<file path="src/pmr_defs.svh">
// Register offsets, field positions, reset values and fixed codes of the PHY mode select block
`ifndef PMR_DEFS_SVH
`define PMR_DEFS_SVH

// Register offsets on the serial register port (6-bit address)
`define PMR_ADDR_STATE 6'h01
`define PMR_ADDR_RSSI 6'h06
`define PMR_ADDR_ED 6'h07
`define PMR_ADDR_MODCTRL 6'h0C

// Modulation control fields and reset value
`define PMR_MODCTRL_RST 8'h24
`define PMR_BIT_SCR 5
`define PMR_BIT_ALT 4
`define PMR_BIT_MOD 3
`define PMR_BIT_FAM 2
`define PMR_RATE_HI 1
`define PMR_RATE_LO 0

// Receive status fields
`define PMR_BIT_FCS_OK 7

// Transceiver state report codes
`define PMR_STATE_OFF 5'h02
`define PMR_STATE_LISTEN 5'h04
`define PMR_STATE_BUSY 5'h01

// Serial command byte codes
`define PMR_CMD_RD 2'h2
`define PMR_CMD_WR 2'h3
`define PMR_CMD_FRM 3'h1

// Payload data rates in kb/s
`define PMR_KBPS_20 10'h014
`define PMR_KBPS_40 10'h028
`define PMR_KBPS_100 10'h064
`define PMR_KBPS_200 10'h0C8
`define PMR_KBPS_250 10'h0FA
`define PMR_KBPS_400 10'h190
`define PMR_KBPS_500 10'h1F4
`define PMR_KBPS_1000 10'h3E8

// Chip rates in kchip/s
`define PMR_KCHIP_300 10'h12C
`define PMR_KCHIP_400 10'h190
`define PMR_KCHIP_600 10'h258
`define PMR_KCHIP_1000 10'h3E8

// Largest correctable combined frequency and symbol rate error in ppm
`define PMR_FERR_MAX_PPM 8'sh78

`endif

</file>
<file path="src/pmr_pkg.sv">
// Types shared by the PHY mode select block
package pmr_pkg;
  // Receive baseband top-level state, one-hot
  typedef enum logic [2:0] {
    pmr_st_off = 3'b001,
    pmr_st_listen = 3'b010,
    pmr_st_busy = 3'b100
  } pmr_rx_state_type;
endpackage

</file>
<file path="src/pmr_frame_buf.sv">
// Frame buffer memory with registered read data
module pmr_frame_buf #(
  parameter int WIDTH = 8,
  parameter int DEPTH = 128,
  parameter int AW = 7
) (
  input wire logic clk_i,
  input wire logic nrst_i,
  input wire logic ce_i,
  input wire logic we_i,
  input wire logic [AW-1:0] waddr_i,
  input wire logic [WIDTH-1:0] wdata_i,
  input wire logic [AW-1:0] raddr_i,
  output logic [WIDTH-1:0] rdata_o
);
  logic [WIDTH-1:0] mem [DEPTH]; // Storage array, no reset needed
  logic [WIDTH-1:0] next_rdata; // Read data before the output register

  ////////////////////////////////////////////////////////////////////////////
  // Read path: address is sampled every enabled cycle
  always_comb begin
    next_rdata = mem[raddr_i];
  end

  // Read data register, cleared by reset
  always_ff @(posedge clk_i or negedge nrst_i) begin
    if (!nrst_i) begin
      rdata_o <= '0;
    end else if (ce_i) begin
      rdata_o <= next_rdata;
    end
  end

  // Array holds no reset so it maps onto plain RAM
  always_ff @(posedge clk_i) begin
    if (ce_i && we_i) begin
      mem[waddr_i] <= wdata_i;
    end
  end
endmodule // pmr_frame_buf

</file>
<file path="src/pmr_top.sv">
// PHY mode decoder, receive state control and serial register port
`include "pmr_defs.svh"

// Overview of operation
// Rate field zero: 100 or 250 kb/s
// Rate field one: 200 or 500 kb/s
// Rate field two: 400 or 1000 kb/s
// Rate three: reserved low, alternative 500 high
// Host write of bits 1:0 sets rate
// Bit 3 clear: BPSK 20/40, alt code
// Scrambler bit only for 400/1000 O-QPSK
// Pattern 01100 gives half-sine 250 kb/s
// Bit 4 selects raised-cosine O-QPSK shaping
// Don't-care bits and bits 7:6 ignored
// Sync and delimiter move listen to busy
// Busy receive writes payload to buffer
// Frame end returns to listening state
// Correct frequency errors up to 120 ppm
// Frame read appends quality, energy, status
// Energy and checksum flag readable
// Bit 3 picks BPSK or O-QPSK
// Bit 2 picks chip rate family
// Reserved settings still stored
module pmr_top #(
  parameter int BUF_DEPTH = 128,
  parameter int BUF_AW = 7
) (
  input wire logic clk_i,
  input wire logic nrst_i,
  input wire logic ce_i,
  input wire logic sclk_i,
  input wire logic sel_n_i,
  input wire logic mosi_i,
  output logic miso_o,
  output logic miso_oe_o,
  input wire logic rx_enable_i,
  input wire logic rx_sync_i,
  input wire logic rx_byte_valid_i,
  input wire logic [7:0] rx_byte_i,
  input wire logic rx_end_i,
  input wire logic rx_fcs_ok_i,
  input wire logic [7:0] rx_ed_i,
  input wire logic [7:0] rx_lqi_i,
  input wire logic signed [7:0] freq_err_ppm_i,
  output logic signed [7:0] freq_corr_ppm_o,
  output logic [2:0] rx_state_o,
  output logic mod_oqpsk_o,
  output logic rate_family_high_o,
  output logic [9:0] psdu_kbps_o,
  output logic [9:0] chip_kchips_o,
  output logic rc_shaping_o,
  output logic alt_spread_o,
  output logic scrambler_on_o,
  output logic mode_valid_o
);

  ////////////////////////////////////////////////////////////////////////////
  // Pin synchronisers
  logic [2:0] sclk_sync; // [0] first stage, [1] second, [2] edge history
  logic [1:0] sel_sync; // Select, active low
  logic [1:0] mosi_sync; // Data in
  logic [2:0] next_sclk_sync;
  logic [1:0] next_sel_sync;
  logic [1:0] next_mosi_sync;
  logic sclk_rise; // Serial clock rising edge seen
  logic sclk_fall; // Serial clock falling edge seen
  logic sel_act; // Transfer in progress

  // Only stage two onward is read by logic
  always_comb begin
    next_sclk_sync = {sclk_sync[1:0], sclk_i};
    next_sel_sync = {sel_sync[0], sel_n_i};
    next_mosi_sync = {mosi_sync[0], mosi_i};
  end

  always_ff @(posedge clk_i or negedge nrst_i) begin
    if (!nrst_i) begin
      sclk_sync <= 3'h0;
      sel_sync <= 2'h3;
      mosi_sync <= 2'h0;
    end else if (ce_i) begin
      sclk_sync <= next_sclk_sync;
      sel_sync <= next_sel_sync;
      mosi_sync <= next_mosi_sync;
    end
  end

  assign sclk_rise = sclk_sync[1] & ~sclk_sync[2];
  assign sclk_fall = ~sclk_sync[1] & sclk_sync[2];
  assign sel_act = ~sel_sync[1];

  ////////////////////////////////////////////////////////////////////////////
  // Receive baseband state, frame buffer fill and status capture
  pmr_pkg::pmr_rx_state_type rx_state; // Top-level receive state
  pmr_pkg::pmr_rx_state_type next_rx_state;
  logic [BUF_AW-1:0] wptr; // Next buffer write slot
  logic [BUF_AW-1:0] next_wptr;
  logic [7:0] frm_len; // Bytes stored for the last frame
  logic [7:0] next_frm_len;
  logic [7:0] energy_measure_value; // Energy measured over the last frame
  logic [7:0] next_energy_measure_value;
  logic [7:0] lqi_level; // Link quality of the last frame
  logic [7:0] next_lqi_level;
  logic fcs_ok; // Checksum of the last frame was good
  logic next_fcs_ok;
  logic signed [7:0] next_freq_corr;
  logic buf_we; // Payload byte goes into the buffer
  logic [4:0] state_code; // Code shown in the state report

  // Bytes beyond the buffer are dropped rather than wrapping over the start
  always_comb begin
    next_rx_state = rx_state;
    next_wptr = wptr;
    next_frm_len = frm_len;
    next_energy_measure_value = energy_measure_value;
    next_lqi_level = lqi_level;
    next_fcs_ok = fcs_ok;
    next_freq_corr = freq_corr_ppm_o;
    buf_we = 1'b0;
    case (rx_state)
      pmr_pkg::pmr_st_off: begin
        if (rx_enable_i) begin
          next_rx_state = pmr_pkg::pmr_st_listen;
        end
      end
      pmr_pkg::pmr_st_listen: begin
        if (!rx_enable_i) begin
          next_rx_state = pmr_pkg::pmr_st_off;
        end else if (rx_sync_i) begin
          next_rx_state = pmr_pkg::pmr_st_busy;
          next_wptr = '0;
          next_frm_len = 8'h00;
        end
      end
      pmr_pkg::pmr_st_busy: begin
        // Track the offset while a frame is being demodulated
        if (freq_err_ppm_i > `PMR_FERR_MAX_PPM) begin
          next_freq_corr = -`PMR_FERR_MAX_PPM;
        end else if (freq_err_ppm_i < -`PMR_FERR_MAX_PPM) begin
          next_freq_corr = `PMR_FERR_MAX_PPM;
        end else begin
          next_freq_corr = -freq_err_ppm_i;
        end
        if (rx_byte_valid_i && (frm_len < 8'(BUF_DEPTH))) begin
          buf_we = 1'b1;
          next_wptr = wptr + 1'b1;
          next_frm_len = frm_len + 8'h01;
        end
        if (!rx_enable_i) begin
          next_rx_state = pmr_pkg::pmr_st_off;
        end else if (rx_end_i) begin
          next_rx_state = pmr_pkg::pmr_st_listen;
          next_energy_measure_value = rx_ed_i;
          next_lqi_level = rx_lqi_i;
          next_fcs_ok = rx_fcs_ok_i;
        end
      end
      default: begin
        next_rx_state = pmr_pkg::pmr_st_off;
      end
    endcase
  end

  always_ff @(posedge clk_i or negedge nrst_i) begin
    if (!nrst_i) begin
      rx_state <= pmr_pkg::pmr_st_off;
      wptr <= '0;
      frm_len <= 8'h00;
      energy_measure_value <= 8'h00;
      lqi_level <= 8'h00;
      fcs_ok <= 1'b0;
      freq_corr_ppm_o <= 8'sh00;
    end else if (ce_i) begin
      rx_state <= next_rx_state;
      wptr <= next_wptr;
      frm_len <= next_frm_len;
      energy_measure_value <= next_energy_measure_value;
      lqi_level <= next_lqi_level;
      fcs_ok <= next_fcs_ok;
      freq_corr_ppm_o <= next_freq_corr;
    end
  end

  assign rx_state_o = rx_state;
  // State report code for the host
  always_comb begin
    case (rx_state)
      pmr_pkg::pmr_st_listen: state_code = `PMR_STATE_LISTEN;
      pmr_pkg::pmr_st_busy: state_code = `PMR_STATE_BUSY;
      default: state_code = `PMR_STATE_OFF;
    endcase
  end

  ////////////////////////////////////////////////////////////////////////////
  // Serial register port: command byte, then address data or frame bytes
  logic [2:0] bit_cnt; // Bits of the current byte
  logic [2:0] next_bit_cnt;
  logic [1:0] byte_cnt; // Bytes in this transfer, saturates at 2
  logic [1:0] next_byte_cnt;
  logic [7:0] sh_in; // Incoming shift register
  logic [7:0] next_sh_in;
  logic [7:0] cmd; // Command byte of this transfer
  logic [7:0] next_cmd;
  logic [7:0] tx_sh; // Outgoing shift register
  logic [7:0] next_tx_sh;
  logic [7:0] fidx; // Position in the frame read stream
  logic [7:0] next_fidx;
  logic [7:0] mod_ctrl; // Modulation control register
  logic [7:0] next_mod_ctrl;
  logic next_miso_oe;
  logic [7:0] in_byte; // Byte completed by this rising edge
  logic [7:0] reg_rdata; // Register read mux
  logic [7:0] frm_byte; // Frame read stream mux
  logic [7:0] mem_rdata; // Buffer read data
  logic [BUF_AW-1:0] mem_raddr; // Buffer read address

  // Register read mux, unmapped addresses read zero
  always_comb begin
    case (cmd[5:0])
      `PMR_ADDR_STATE: reg_rdata = {3'h0, state_code};
      `PMR_ADDR_RSSI: reg_rdata = {fcs_ok, 7'h00};
      `PMR_ADDR_ED: reg_rdata = energy_measure_value;
      `PMR_ADDR_MODCTRL: reg_rdata = mod_ctrl;
      default: reg_rdata = 8'h00;
    endcase
  end

  // Frame stream: length, payload, then quality, energy and status trailer
  always_comb begin
    mem_raddr = BUF_AW'(fidx - 8'h01);
    if (fidx == 8'h00) begin
      frm_byte = frm_len;
    end else if (fidx <= frm_len) begin
      frm_byte = mem_rdata;
    end else if (fidx == frm_len + 8'h01) begin
      frm_byte = lqi_level;
    end else if (fidx == frm_len + 8'h02) begin
      frm_byte = energy_measure_value;
    end else if (fidx == frm_len + 8'h03) begin
      frm_byte = {fcs_ok, 7'h00};
    end else begin
      frm_byte = 8'h00;
    end
  end

  // Shift in on rising edges, shift out on falling edges
  always_comb begin
    next_bit_cnt = bit_cnt;
    next_byte_cnt = byte_cnt;
    next_sh_in = sh_in;
    next_cmd = cmd;
    next_tx_sh = tx_sh;
    next_fidx = fidx;
    next_mod_ctrl = mod_ctrl;
    next_miso_oe = sel_act;
    in_byte = {sh_in[6:0], mosi_sync[1]};
    if (!sel_act) begin
      // Idle: the first byte out of a transfer is all zeros
      next_bit_cnt = 3'h0;
      next_byte_cnt = 2'h0;
      next_tx_sh = 8'h00;
      next_fidx = 8'h00;
    end else if (sclk_rise) begin
      next_sh_in = in_byte;
      next_bit_cnt = bit_cnt + 3'h1;
      if (bit_cnt == 3'h7) begin
        if (byte_cnt != 2'h2) begin
          next_byte_cnt = byte_cnt + 2'h1;
        end
        if (byte_cnt == 2'h0) begin
          next_cmd = in_byte;
          next_fidx = 8'h00;
        end else begin
          next_fidx = fidx + 8'h01;
        end
        // Every bit is kept, reserved rate combinations included
        if (byte_cnt == 2'h1 && cmd[7:6] == `PMR_CMD_WR && cmd[5:0] == `PMR_ADDR_MODCTRL) begin
          next_mod_ctrl = in_byte;
        end
      end
    end else if (sclk_fall) begin
      if (bit_cnt == 3'h0 && byte_cnt != 2'h0) begin
        if (cmd[7:5] == `PMR_CMD_FRM) begin
          next_tx_sh = frm_byte;
        end else if (cmd[7:6] == `PMR_CMD_RD) begin
          next_tx_sh = reg_rdata;
        end else begin
          next_tx_sh = 8'h00;
        end
      end else begin
        next_tx_sh = {tx_sh[6:0], 1'b0};
      end
    end
  end

  always_ff @(posedge clk_i or negedge nrst_i) begin
    if (!nrst_i) begin
      bit_cnt <= 3'h0;
      byte_cnt <= 2'h0;
      sh_in <= 8'h00;
      cmd <= 8'h00;
      tx_sh <= 8'h00;
      fidx <= 8'h00;
      mod_ctrl <= `PMR_MODCTRL_RST;
      miso_o <= 1'b0;
      miso_oe_o <= 1'b0;
    end else if (ce_i) begin
      bit_cnt <= next_bit_cnt;
      byte_cnt <= next_byte_cnt;
      sh_in <= next_sh_in;
      cmd <= next_cmd;
      tx_sh <= next_tx_sh;
      fidx <= next_fidx;
      mod_ctrl <= next_mod_ctrl;
      miso_o <= next_tx_sh[7];
      miso_oe_o <= next_miso_oe;
    end
  end

  // Frame buffer
  pmr_frame_buf #(
    .WIDTH(8),
    .DEPTH(BUF_DEPTH),
    .AW(BUF_AW)
  ) u_buf (
    .clk_i(clk_i),
    .nrst_i(nrst_i),
    .ce_i(ce_i),
    .we_i(buf_we),
    .waddr_i(wptr),
    .wdata_i(rx_byte_i),
    .raddr_i(mem_raddr),
    .rdata_o(mem_rdata)
  );

  ////////////////////////////////////////////////////////////////////////////
  // PHY mode decode from the modulation control register
  logic next_oqpsk;
  logic next_fam;
  logic [9:0] next_kbps;
  logic [9:0] next_kchips;
  logic next_rc;
  logic next_alt;
  logic next_scr;
  logic next_valid;
  logic [1:0] rate_sel; // PSDU rate field

  // Bits 7:6 never enter the decode
  always_comb begin
    rate_sel = mod_ctrl[`PMR_RATE_HI:`PMR_RATE_LO];
    next_oqpsk = mod_ctrl[`PMR_BIT_MOD];
    next_fam = mod_ctrl[`PMR_BIT_FAM];
    next_rc = 1'b0;
    next_alt = 1'b0;
    next_scr = 1'b0;
    next_valid = 1'b1;
    if (!next_oqpsk) begin
      // BPSK: rate field must be zero, alt code only at 40 kb/s
      next_kchips = next_fam ? `PMR_KCHIP_600 : `PMR_KCHIP_300;
      next_kbps = next_fam ? `PMR_KBPS_40 : `PMR_KBPS_20;
      next_alt = next_fam & mod_ctrl[`PMR_BIT_ALT];
      next_valid = (rate_sel == 2'h0) && (next_fam || !mod_ctrl[`PMR_BIT_ALT]);
    end else begin
      next_kchips = next_fam ? `PMR_KCHIP_1000 : `PMR_KCHIP_400;
      next_rc = mod_ctrl[`PMR_BIT_ALT];
      case (rate_sel)
        2'h0: next_kbps = next_fam ? `PMR_KBPS_250 : `PMR_KBPS_100;
        2'h1: next_kbps = next_fam ? `PMR_KBPS_500 : `PMR_KBPS_200;
        2'h2: begin
          next_kbps = next_fam ? `PMR_KBPS_1000 : `PMR_KBPS_400;
          next_scr = mod_ctrl[`PMR_BIT_SCR];
        end
        default: begin
          next_kbps = `PMR_KBPS_500;
          next_alt = next_fam;
          next_valid = next_fam;
        end
      endcase
    end
  end

  always_ff @(posedge clk_i or negedge nrst_i) begin
    if (!nrst_i) begin
      mod_oqpsk_o <= 1'b0;
      rate_family_high_o <= 1'b1;
      psdu_kbps_o <= `PMR_KBPS_40;
      chip_kchips_o <= `PMR_KCHIP_600;
      rc_shaping_o <= 1'b0;
      alt_spread_o <= 1'b0;
      scrambler_on_o <= 1'b0;
      mode_valid_o <= 1'b1;
    end else if (ce_i) begin
      mod_oqpsk_o <= next_oqpsk;
      rate_family_high_o <= next_fam;
      psdu_kbps_o <= next_kbps;
      chip_kchips_o <= next_kchips;
      rc_shaping_o <= next_rc;
      alt_spread_o <= next_alt;
      scrambler_on_o <= next_scr;
      mode_valid_o <= next_valid;
    end
  end
endmodule // pmr_top

</file>
<file path="config.mk">
export PLATFORM = sky130hd
export DESIGN_NAME = pmr_top
export DESIGN_NICKNAME = d
export VERILOG_FILES = /design/src/pmr_pkg.sv /design/src/pmr_frame_buf.sv /design/src/pmr_top.sv
export VERILOG_INCLUDE_DIRS = /design/src
export SDC_FILE = /design/constraint.sdc
export NUM_CORES = 1
export LEC_CHECK = 0
export ABC_AREA = 0
export BUFFER_PORTS_ARGS = -buffer_cell sky130_fd_sc_hd__buf_2
export CAP_MARGIN = 20
export CORE_ASPECT_RATIO = 1.75
export CORE_MARGIN = 10
export CORE_UTILIZATION = 50
export CTS_CLUSTER_DIAMETER = 120
export DETAILED_ROUTE_END_ITERATION = 10
export PLACE_DENSITY = 0.69
export RECOVER_POWER = 50
export REMOVE_ABC_BUFFERS = 1
export SYNTH_ARGS = -nofsm -noshare
export SYNTH_HDL_FRONTEND = slang
export SYNTH_SLANG_ARGS = --single-unit
</file>
<file path="constraint.sdc">
create_clock -name clk_i -period 3.2 [get_ports clk_i]
set_input_delay 0.32 -clock clk_i [delete_from_list [all_inputs] [get_ports clk_i]]
set_output_delay 0.32 -clock clk_i [all_outputs]
set_load 0.01 [all_outputs]
</file>
==> results of run 1 <==
## worst max-delay path, delay by kind of cell, from the launching register on
kind,cells,cell delay [ns]
buffers and inverters,2,0.55
flip-flops,1,0.44
AND/OR/NAND/NOR,6,1.73
## stage by stage
stage	setup TNS, ns	cells	cell area (um^2)	total power [mW]
6_report	0	4130	53100	41.4
4_1_cts	0	4130	53200	41.6
2_1_floorplan	-252.38	2437	45900	22.1
3_3_place_gp	0	3936	49900	29.8
3_5_place_dp	0	3936	49900	30.0
5_1_grt	0	4130	53100	42.8
## worst min path at each step
stage | slack (ns) | from | endpoint
3_3_place_gp | 0.34 | nrst_i | freq_corr_ppm_o[3]
6_report | 0.07 | freq_err_ppm_i[4] | freq_corr_ppm_o[4]
2_1_floorplan | 0.02 | nrst_i | alt_spread_o
4_1_cts | 0.02 | freq_err_ppm_i[4] | freq_corr_ppm_o[4]
5_1_grt | 0.08 | freq_err_ppm_i[4] | freq_corr_ppm_o[4]
3_5_place_dp | 0.35 | nrst_i | miso_oe_o
## kinds of logic (layout without fill, tap and decap cells)
logic type | count (synthesis) | in the layout | share of synthesized area
xor+xnor | 23 | 23 | 0.00448
buf+inv | 189 | 542 | 0.0182
simple gates | 553 | 553 | 0.0537
other cells | 1 | 3 | 0.0000805
mux | 369 | 369 | 0.150
flops | 1147 | 1147 | 0.726
compound gates | 262 | 262 | 0.0390
fa+ha+maj | 31 | 31 | 0.00832
## metal layers
metal  vias up  share of wire
met5         -              0
met4         0          0.045
met3       231          0.059
met2      1069           0.54
met1     13100           0.36
li1      10800              -
## what timing repair did
| item | in CTS | in global routing |
|---|---|---|
| hold buffers | 26 | 0 |
| setup buffers | 0 | 0 |
| gates resized for setup | 0 | 2 |
| hold endpoints to repair | 63 | 0 |
| endpoints found under the setup margin | 0 | 28 |
## sequential cells by signal (all words and copies together), names as in the netlist, 2 cells and up
signal,flops
fidx,8
freq_corr_ppm_o,8
byte_cnt,2
rx_state_o,3
sclk_sync,3
u_buf.mem,1024
u_buf.rdata_o,8
sh_in,7
chip_kchips_o,7
tx_sh,7
cmd,8
mosi_sync,2
lqi_level,8
wptr,7
energy_measure_value,8
mod_ctrl,8
psdu_kbps_o,9
sel_sync,2
bit_cnt,3
frm_len,8
## placed cells by master (no fill, tap or decap), types with 9 or more instances in the layout
cell type,n
mux2_2,79
inv_1,49
clkinv_2,12
clkinv_1,16
a22o_1,11
o21ai_0,73
and3_1,13
xor2_1,11
buf_4,183
buf_12,20
dlygate4sd3_1,26
clkbuf_16,97
a21oi_1,29
clkbuf_1,32
dfstp_2,10
a31oi_1,18
o31ai_1,11
nand2_1,196
nor2b_1,9
nor3_1,27
a32oi_1,17
a32o_1,19
nand4_1,14
nand2b_1,13
mux4_2,256
ha_1,30
buf_2,68
dfrtp_1,111
xnor2_1,10
mux2i_1,34
nor2_1,173
edfxtp_1,1024
o22ai_1,21
nand3_1,57
bufinv_16,10
## final cells by class
cell class	count	area, um^2	area share
inverters	49	184	0.00346
clock buffers	111	2500	0.0471
clock inverters	57	584	0.0110
multi-input cells	1241	12000	0.226
flip-flops and latches	1147	33800	0.638
repair buffers	325	2490	0.0470
well taps	1200	1500	0.0283
## power groups by stage
stage | combinational (mW) | clock, mW | sequential [mW]
after global placement | 12.8 | 0 | 17.1
after CTS | 13.0 | 11.8 | 16.8
after global routing | 13.6 | 12.4 | 16.8
after detailed placement | 12.9 | 0 | 17.1
final | 12.9 | 11.6 | 16.8
after floorplan | 4.87 | 0 | 17.3
==> reports/results.txt, run 1 <==
Distinct cell type count after synthesis: 73
GR Util met1: 0.245
Initial DRC Count: 2315
Die span in y: 424 um
Worst R2R End: u_buf.mem[106][5]
Comb power frac: 0.313
Final min period: 3.01 ns
Setup Skew: 0.0235 ns
Final setup violation count: 0
Reg power frac: 0.406
Final worst slack: 0.190 ns
Post-synth EDFFs: 1024
Global route overflow: 0
Count of input and output buffers: 78
# rows: 148
Int Pwr: 28.7 mW
Crit path kind: register to register
Post-synth top cells: edfxtp_1 (1024), mux4_2 (256), nand2_1 (196), nor2_1 (175), dfrtp_1 (112)
Total Routing Usage GR: 0.212
Post-synth top area cell: edfxtp_1
Top FF cell, synth: edfxtp_1
Net switching power: 12.6 mW
Worst slack, placed: 0.220 ns
Starting Density: 0.502
H-Tree Depth: 3
CTS tree: built
Area share of the largest cell type after synthesis: 0.660
CTS Buf Count: 95
Hold WS: 0.0659 ns
Lkg Pwr: 17.7 nW
Status: complete, but fails checks
Critical path startpoint category: register
Post-synth ARST share: 0.107
Core ar.: 92800 um^2
Clock Tree Root: clkbuf_16
Seq cells post-synth: 1147
Arrival time worst endpoint: 3.40 ns
Ys Warns: 0
Die width: 251 um
Peak supply drop: 0.000525 V
Failing checks: capacitance limit, slew limit
Largest net degree at the start of global routing: 85
Reg2Reg Depth: 8
Number of antenna diodes: 0
Area of the mapped netlist: 46600 um^2
Placer congestion estimate: 0.887
Number of max-cap violations: 10
First-pass GRT wire length: 170000 um
Crit path capture type: register
Post-DP HPWL: 75300 um
Clk network pwr share: 0.281
I/O pins: 82
Met3 usage in global routing: 0.0286
Layer with the highest usage: met2
Area grow syn2layout: 13.9%
Relative slew slack: -1.09
Max-slew violations: 585
Skew-Pair Late Insertion Delay: 0.69 ns
Max frequency: 0.332 GHz
Fin. Hold Viols: 0
Initial antenna violation count: 0
CTS max path bufs: 3
Sw Share: 0.306
Met2 Track Usage GR: 0.384
Fraction of layout cells with a size suffix above 1: 0.271
CP peak stage delay: 0.44 ns
ANT nets after route: 0
Mean Syn Cell Area: 18.1 um^2
Crit path from: rx_state_o[1]
CP Max Fanout: 10
Drt pass-1 iters: 5
Final WL: 113000 um
Class of the most critical hold timing path: input pin to register
Worst hold stages: 3
# DRC: 0
Worst R2R Start: rx_state_o[1]
Core Util, Final: 0.572
Post-synthesis sequential area ratio: 0.726
RSZ-0062 raised after global routing: false
Pwr/cell area: 779 nW/um^2
Vias in the first global route: 26.3k
Worst-path clk slew: 0.07 ns
Nets: 2933
Vias/cell: 6.11
Required @ worst endpoint: 3.59 ns
Post-route clock period utilization: 0.941
Worst Setup EP: u_buf.mem[106][5]
Fillers: 6772
Die area: 106000 um^2
Via count: 25.2k
Slowest CP cell: dfrtp_1
Cell with the most instances after synthesis: edfxtp_1
R2R setup slack: 0.19 ns
Slew @ Worst Pin: 3.13 ns
Gate Count Post-Synth: 2575
Clock sinks: 1147
Dominant cells by area after synthesis: edfxtp_1 (66%), mux4_2 (12%), dfrtp_1 (6.0%), mux2_2 (1.9%), nand2_1 (1.6%)
WL/cell: 27.5 um
Worst-path cell chain: nor2_1 -> and3_1 -> nand3_1 -> nor2_2 -> nand3b_1 -> buf_4 -> nor2_1 -> buf_4
(Power assumes the default switching activity.)
==> inputs of run 2 (changes only) <==
--- a/config.mk
+++ b/config.mk
@@ -7,7 +7,7 @@
 export NUM_CORES = 1
 export LEC_CHECK = 0
 export ABC_AREA = 0
-export BUFFER_PORTS_ARGS = -buffer_cell sky130_fd_sc_hd__buf_2
+export BUFFER_PORTS_ARGS = -buffer_cell sky130_fd_sc_hd__buf_4
 export CAP_MARGIN = 20
 export CORE_ASPECT_RATIO = 1.75
 export CORE_MARGIN = 10
==> run 2 against run 1 <==
Largest cell class unchanged. Largest power group unchanged. Die area unchanged. Via count rose by 1.2%. Sequential power about the same. Hold slack improved by 0.052 ns. Flip-flop and latch count is the same. First-iteration DRC count rose by 5.8%. Cell area is 1.7% higher. Critical path depth grew 2. Worst setup slack worse by 0.093 ns. The run still ends with capacitance limit, slew limit left. Fmax is 3.0% lower.
==> reports/results.txt, run 2 (synthesis results as in run 1) <==
Die span in y: 424 um
Max reg flops: 1024
Worst hold stages: 4
Fin. Hold Viols: 0
Required @ worst endpoint: 3.85 ns
Post-route cell area: 54000 um^2
Initial antenna violation count: 1
Nets: 2950
Fraction of layout cells with a size suffix above 1: 0.281
# DRC: 0
# rows: 148
Relative slew slack: -1.16
Sw Share: 0.300
Top reg by flops: u_buf.mem
Die area: 106000 um^2
Hold WS: 0.118 ns
CTS tree: built
Clock sinks: 1147
CP Max Fanout: 18
Clock Tree Root: clkbuf_16
Failing checks: capacitance limit, slew limit
Via count: 25.6k
Int Pwr: 30.0 mW
Class of the most critical hold timing path: input pin to register
Reg power frac: 0.392
ANT nets after route: 0
Post-DP HPWL: 75300 um
Slowest CP cell: nor3_1
Max frequency: 0.322 GHz
Reg2Reg Depth: 10
Initial DRC Count: 2450
Comb power frac: 0.297
Setup Skew: 0.0561 ns
Count of input and output buffers: 78
Area after DPL: 50100 um^2
Most frequent cells in the layout: edfxtp_1 (1024), buf_4 (263), mux4_2 (256), nand2_1 (196), nor2_1 (175)
Post-route clock period utilization: 0.970
Skew-Pair Late Insertion Delay: 0.72 ns
Worst-path clk slew: 0.07 ns
Vias/cell: 6.14
H-Tree Depth: 3
Crit path capture type: register
Final min period: 3.10 ns
First-pass GRT wire length: 172000 um
Global route overflow: 0
CTS Buf Count: 97
Lkg Pwr: 18.1 nW
Die width: 251 um
Number of max-cap violations: 10
Area grow syn2layout: 15.8%
Final WL: 115000 um
Commonest non-fill, non-tap cell in the layout: edfxtp_1
Core ar.: 92800 um^2
I/O pins: 82
CTS max path bufs: 3
Placer congestion estimate: 0.922
Peak supply drop: 0.000449 V
Pwr/cell area: 794 nW/um^2
WL/cell: 27.6 um
Post-CTS Setup Inserts: 0
Status: complete, but fails checks
Starting Density: 0.502
Number of antenna diodes: 0
Drt pass-1 iters: 8
CP peak stage delay: 0.61 ns
Clk network pwr share: 0.311
Final setup violation count: 0
Largest net degree at the start of global routing: 97
Crit path kind: register to register
Worst-path cell chain: inv_1 -> ha_1 -> nor2b_1 -> or2_4 -> buf_4 -> nand2_1 -> a32o_1 -> nor3_1 -> o21ai_0 -> nand3_1
Slew @ Worst Pin: 3.24 ns
Critical path startpoint category: register
RSZ-0062 raised after global routing: false
Biggest regs: u_buf.mem (1024), psdu_kbps_o (9)
Arrival time worst endpoint: 3.75 ns
Setup TNS Final: 0 ns
Core Util, Final: 0.582
Net switching power: 12.9 mW
Vias in the first global route: 26.8k
Max-slew violations: 645
Total Routing Usage GR: 0.215
run 2: cell count changes in the layout (fill, tap and decap cells not counted), moves of 4 or more:
cell,previous run,this run
bufinv_16,10,24
clkinv_4,4,0
dlygate4sd3_1,26,33
clkinv_1,16,12
buf_4,183,263
clkbuf_8,2,8
clkbuf_1,32,20
buf_2,68,1
clkbuf_2,6,14
run 2: critical path: cells and delay by family, from the launching register on:
| family | cells | cell delay [ns] |
|---|---|---|
| simple gates | 5 | 1.41 |
| flops | 1 | 0.48 |
| fa+ha+maj | 1 | 0.28 |
| buf+inv | 2 | 0.41 |
| compound gates | 2 | 0.44 |
run 2: power by group through the flow:
stage               Sequential (mW)  Combinational [mW]  Clock, mW
floorplan                      17.3                4.87          0
global placement               17.1                12.6          0
detailed placement             17.1                12.7          0
CTS                            16.8                12.8       13.5
global route                   16.8                13.5       14.1
finish                         16.8                12.7       13.3
run 2: repair_timing:
action                                 4_1_cts  5_1_grt
setup endpoints to repair                    0        1
hold buffers                                33        0
resized for setup                            0        1
endpoints found under the hold margin       73        0
run 2: worst paths after layout:
| check | slack (ns) | to | start |
|---|---|---|---|
| min reg2reg | 0.51 | freq_corr_ppm_o[6] | freq_corr_ppm_o[6] |
| min in group asynchronous | 0.46 | freq_corr_ppm_o[4] | nrst_i |
| max reg2reg | 0.1 | u_buf.rdata_o[1] | fidx[0] |
| min | 0.12 | rx_state_o[2] | rx_end_i |
| max | 0.1 | u_buf.rdata_o[1] | fidx[0] |
| max in group asynchronous | 0.63 | psdu_kbps_o[7] | nrst_i |
run 2: final cells by class:
class | instances | area [um^2]
Sequential cell | 1147 | 33800
Fill cell | 6755 | 38800
Inverter | 49 | 184
Clock buffer | 116 | 2580
Tap cell | 1200 | 1500
Clock inverter | 67 | 1080
Multi-Input combinational cell | 1241 | 12000
Timing Repair Buffer | 340 | 2810
run 2: metal layers:
metal | vias up | wire (um) | global-route usage
met4 | 0 | 5910 | 0.110
li1 | 10900 | - | -
met3 | 249 | 6500 | 0.0301
met5 | - | 0 | 0
met2 | 1061 | 62100 | 0.386
met1 | 13400 | 40500 | 0.246
run 2: through the flow:
step / total power, mW / setup WS, ns / cells
after global placement: 29.7 / 0.133 / 3944
final: 42.9 / 0.0971 / 4160
after detailed placement: 29.8 / 0.130 / 3944
after floorplan: 22.1 / -14.44 / 2437
after CTS: 43.1 / 0.123 / 4160
after global routing: 44.4 / 0.00481 / 4160
==> inputs of run 3 (changes only) <==
--- a/config.mk
+++ b/config.mk
@@ -6,7 +6,7 @@
 export SDC_FILE = /design/constraint.sdc
 export NUM_CORES = 1
 export LEC_CHECK = 0
-export ABC_AREA = 0
+export ABC_AREA = 1
 export BUFFER_PORTS_ARGS = -buffer_cell sky130_fd_sc_hd__buf_4
 export CAP_MARGIN = 20
 export CORE_ASPECT_RATIO = 1.75
@@ -14,9 +14,8 @@
 export CORE_UTILIZATION = 50
 export CTS_CLUSTER_DIAMETER = 120
 export DETAILED_ROUTE_END_ITERATION = 10
-export PLACE_DENSITY = 0.69
+export PLACE_DENSITY = 0.67
 export RECOVER_POWER = 50
-export REMOVE_ABC_BUFFERS = 1
 export SYNTH_ARGS = -nofsm -noshare
 export SYNTH_HDL_FRONTEND = slang
 export SYNTH_SLANG_ARGS = --single-unit
==> constraint.sdc (replaced) <==
create_clock -name clk_i -period 3.9 [get_ports clk_i]
set_input_delay 0.39 -clock clk_i [delete_from_list [all_inputs] [get_ports clk_i]]
set_output_delay 0.39 -clock clk_i [all_outputs]
set_load 0.01 [all_outputs]
==> run 3 against run 2 <==
The run still ends with capacitance limit, slew limit left. Register-to-register slack improved by 0.47 ns. Hold slack got worse by 0.050 ns. Sequential share of layout area is 0.93 points higher. Flip-flop and latch count stayed put. Cell count up 30%. Die area grew 3.0%. Critical path depth shrank 8. Clock skew down 0.034 ns. Core utilization fell by 2.5 points. Synthesized area rose by 3.2%. Global-route usage is 1.4 points higher. Worst setup slack improved by 0.35 ns.
==> reports/results.txt, run 3 <==
# DRC: 0
Initial DRC Count: 3046
Die area: 109000 um^2
Final WL: 126000 um
Fin. Hold Viols: 0
Seq cells post-synth: 1147
Most frequent cells in the layout: edfxtp_1 (1024), nor2_1 (874), o21ai_0 (559), nand2_1 (287), nand3_1 (266)
Starting Density: 0.503
Post-route cell area: 53200 um^2
Failing checks: capacitance limit, slew limit
Post-synth top area cell: edfxtp_1
Area grow syn2layout: 10.6%
Arrival time worst endpoint: 3.59 ns
Final min period: 3.45 ns
I/O pins: 82
Drt pass-1 iters: 6
Cell with the most instances after synthesis: edfxtp_1
Top reg by flops: u_buf.mem
Lkg Pwr: 18.0 nW
Biggest regs: u_buf.mem (1024), psdu_kbps_o (9)
Critical path startpoint category: input pin
Required @ worst endpoint: 4.04 ns
Relative slew slack: -1.41
Global route overflow: 0
Setup Skew: 0.0223 ns
Post-synth top cells: edfxtp_1 (1024), nor2_1 (874), o21ai_0 (558), nand2_1 (287), nand3_1 (266)
Top FF cell, synth: edfxtp_1
CTS max path bufs: 3
Status: complete, but fails checks
CP Buf/Inv Count: 2
Pwr/cell area: 835 nW/um^2
Initial antenna violation count: 1
Slowest CP cell: clkbuf_2
Worst-path clk slew: 0.07 ns
Post-route clock period utilization: 0.884
Placer congestion estimate: 0.933
Layout Cells excl Fill: 5413
Clock Tree Root: clkbuf_16
Distinct cell type count after synthesis: 56
Setup TNS Final: 0 ns
Mean Syn Cell Area: 11.8 um^2
# rows: 150
Commonest non-fill, non-tap cell in the layout: edfxtp_1
Fraction of layout cells with a size suffix above 1: 0.0875
Slew @ Worst Pin: 3.61 ns
CTS Buf Count: 98
Ys Warns: 0
CP peak stage delay: 1.88 ns
Area after DPL: 50000 um^2
First-pass GRT wire length: 191000 um
Die width: 254 um
Max frequency: 0.290 GHz
Class of the most critical hold timing path: input pin to register
ANT nets after route: 0
H-Tree Depth: 3
Area share of the largest cell type after synthesis: 0.639
RSZ-0062 raised after global routing: false
Final setup violation count: 0
Number of max-cap violations: 10
Clock sinks: 1147
Worst slack, placed: 0.607 ns
Core Util, Final: 0.557
CP Max Fanout: 98
Count of input and output buffers: 78
Skew-Pair Late Insertion Delay: 0.70 ns
Max-slew violations: 768
Total Routing Usage GR: 0.229
Vias in the first global route: 31.7k
Crit path capture type: register
Hold WS: 0.0680 ns
Nets: 4192
CTS tree: built
Area of the mapped netlist: 48100 um^2
Die span in y: 430 um
Post-synth EDFFs: 1024
Final worst slack: 0.451 ns
Vias/cell: 5.89
Gate Count Post-Synth: 4080
Max reg flops: 1024
Largest net degree at the start of global routing: 185
Cells after DPL: 5210
CP top delay family: buffers and inverters
WL/cell: 23.3 um
Core ar.: 95500 um^2
Fillers: 7874
Worst-path cell chain: clkbuf_1 -> clkbuf_2
Post-synthesis sequential area ratio: 0.704
Crit path kind: input pin to register
Dominant cells by area after synthesis: edfxtp_1 (64%), nor2_1 (6.8%), dfrtp_1 (5.8%), o21ai_0 (5.8%), o211ai_1 (3.2%)
Peak supply drop: 0.00124 V
Post-DP HPWL: 77100 um
Post-synth ARST share: 0.107
Via count: 31.9k
Final total power: 44.4 mW
==> run 3: cell types whose count changed after synthesis, sizes merged, moves of 32 or more <==
cell / change
nand2: +93
nor2: +724
o21ai: +533
clkbuf: +67
inv: +105
mux4: -256
buf: +44
mux2: -67
a21oi: +43
o221ai: +32
o211ai: +201
mux2i: -34
nand3: +215
==> run 3: per-layer routing <==
| layer | vias up | global-route usage | wire length (um) |
|---|---|---|---|
| met1 | 15700 | 0.264 | 45800 |
| met5 | - | 0 | 0 |
| met4 | 0 | 0.129 | 7010 |
| li1 | 14700 | - | - |
| met2 | 1191 | 0.401 | 65700 |
| met3 | 310 | 0.0340 | 7750 |
==> run 3: timing repair <==
item                                    in CTS  in global routing
endpoints found under the setup margin       0                  0
resized for setup                            0                  0
hold buffers                                24                  0
buffers inserted                             0                  0
endpoints found under the hold margin       63                  0
==> run 3: cells by family after synthesis <==
family | share of synthesized area
adders and majority gates | 0.00806
buffers and inverters | 0.0360
AOI/OAI and AO/OA | 0.117
and+or+nand+nor | 0.129
DFF | 0.704
muxes | 0.00281
xor gates and xnor gates | 0.00323
other | 0.0000780
==> run 3: area by class of cell <==
| cell class | count | area, um^2 | share of cell area |
|---|---|---|---|
| sequential | 1147 | 33800 | 0.636 |
| multi-input combinational | 2526 | 12600 | 0.237 |
| clock buffer | 125 | 2640 | 0.0496 |
| timing repair buffer | 187 | 1550 | 0.0292 |
| tap | 1216 | 1520 | 0.0286 |
| inverter | 158 | 608 | 0.0114 |
| clock inverter | 53 | 439 | 0.00826 |
| antenna | 1 | 2.50 | 0.0000470 |
==> run 3: path summary, 6_finish.rpt <==
check	to	slack [ns]	depth (start not counted)	from
max in group asynchronous	frm_len[5]	0.76	3	nrst_i
min in group asynchronous	u_buf.rdata_o[5]	1.11	2	nrst_i
hold / removal	freq_corr_ppm_o[6]	0.07	3	freq_err_ppm_i[6]
hold reg to reg	chip_kchips_o[4]	0.46	2	chip_kchips_o[4]
setup reg to reg	u_buf.rdata_o[7]	0.57	12	fidx[0]
setup / recovery	u_buf.mem[11][6]	0.45	2	rx_byte_i[6]
==> run 3: power by group <==
| group | switching (mW) | internal [mW] | total (mW) |
|---|---|---|---|
| logic | 14.8 | 5.99 | 20.8 |
| registers | 0.368 | 13.7 | 14.1 |
| clock network | 4.34 | 5.13 | 9.47 |
| total | 19.6 | 24.9 | 44.4 |
==> run 3: worst register-to-register path: cells and delay by family, from the launching register on <==
family,cells,cell delay (ns)
AOI/OAI and AO/OA,5,0.91
adders and majority gates,1,0.29
buffers and inverters,3,1.02
DFF,1,0.58
and+or+nand+nor,3,0.44
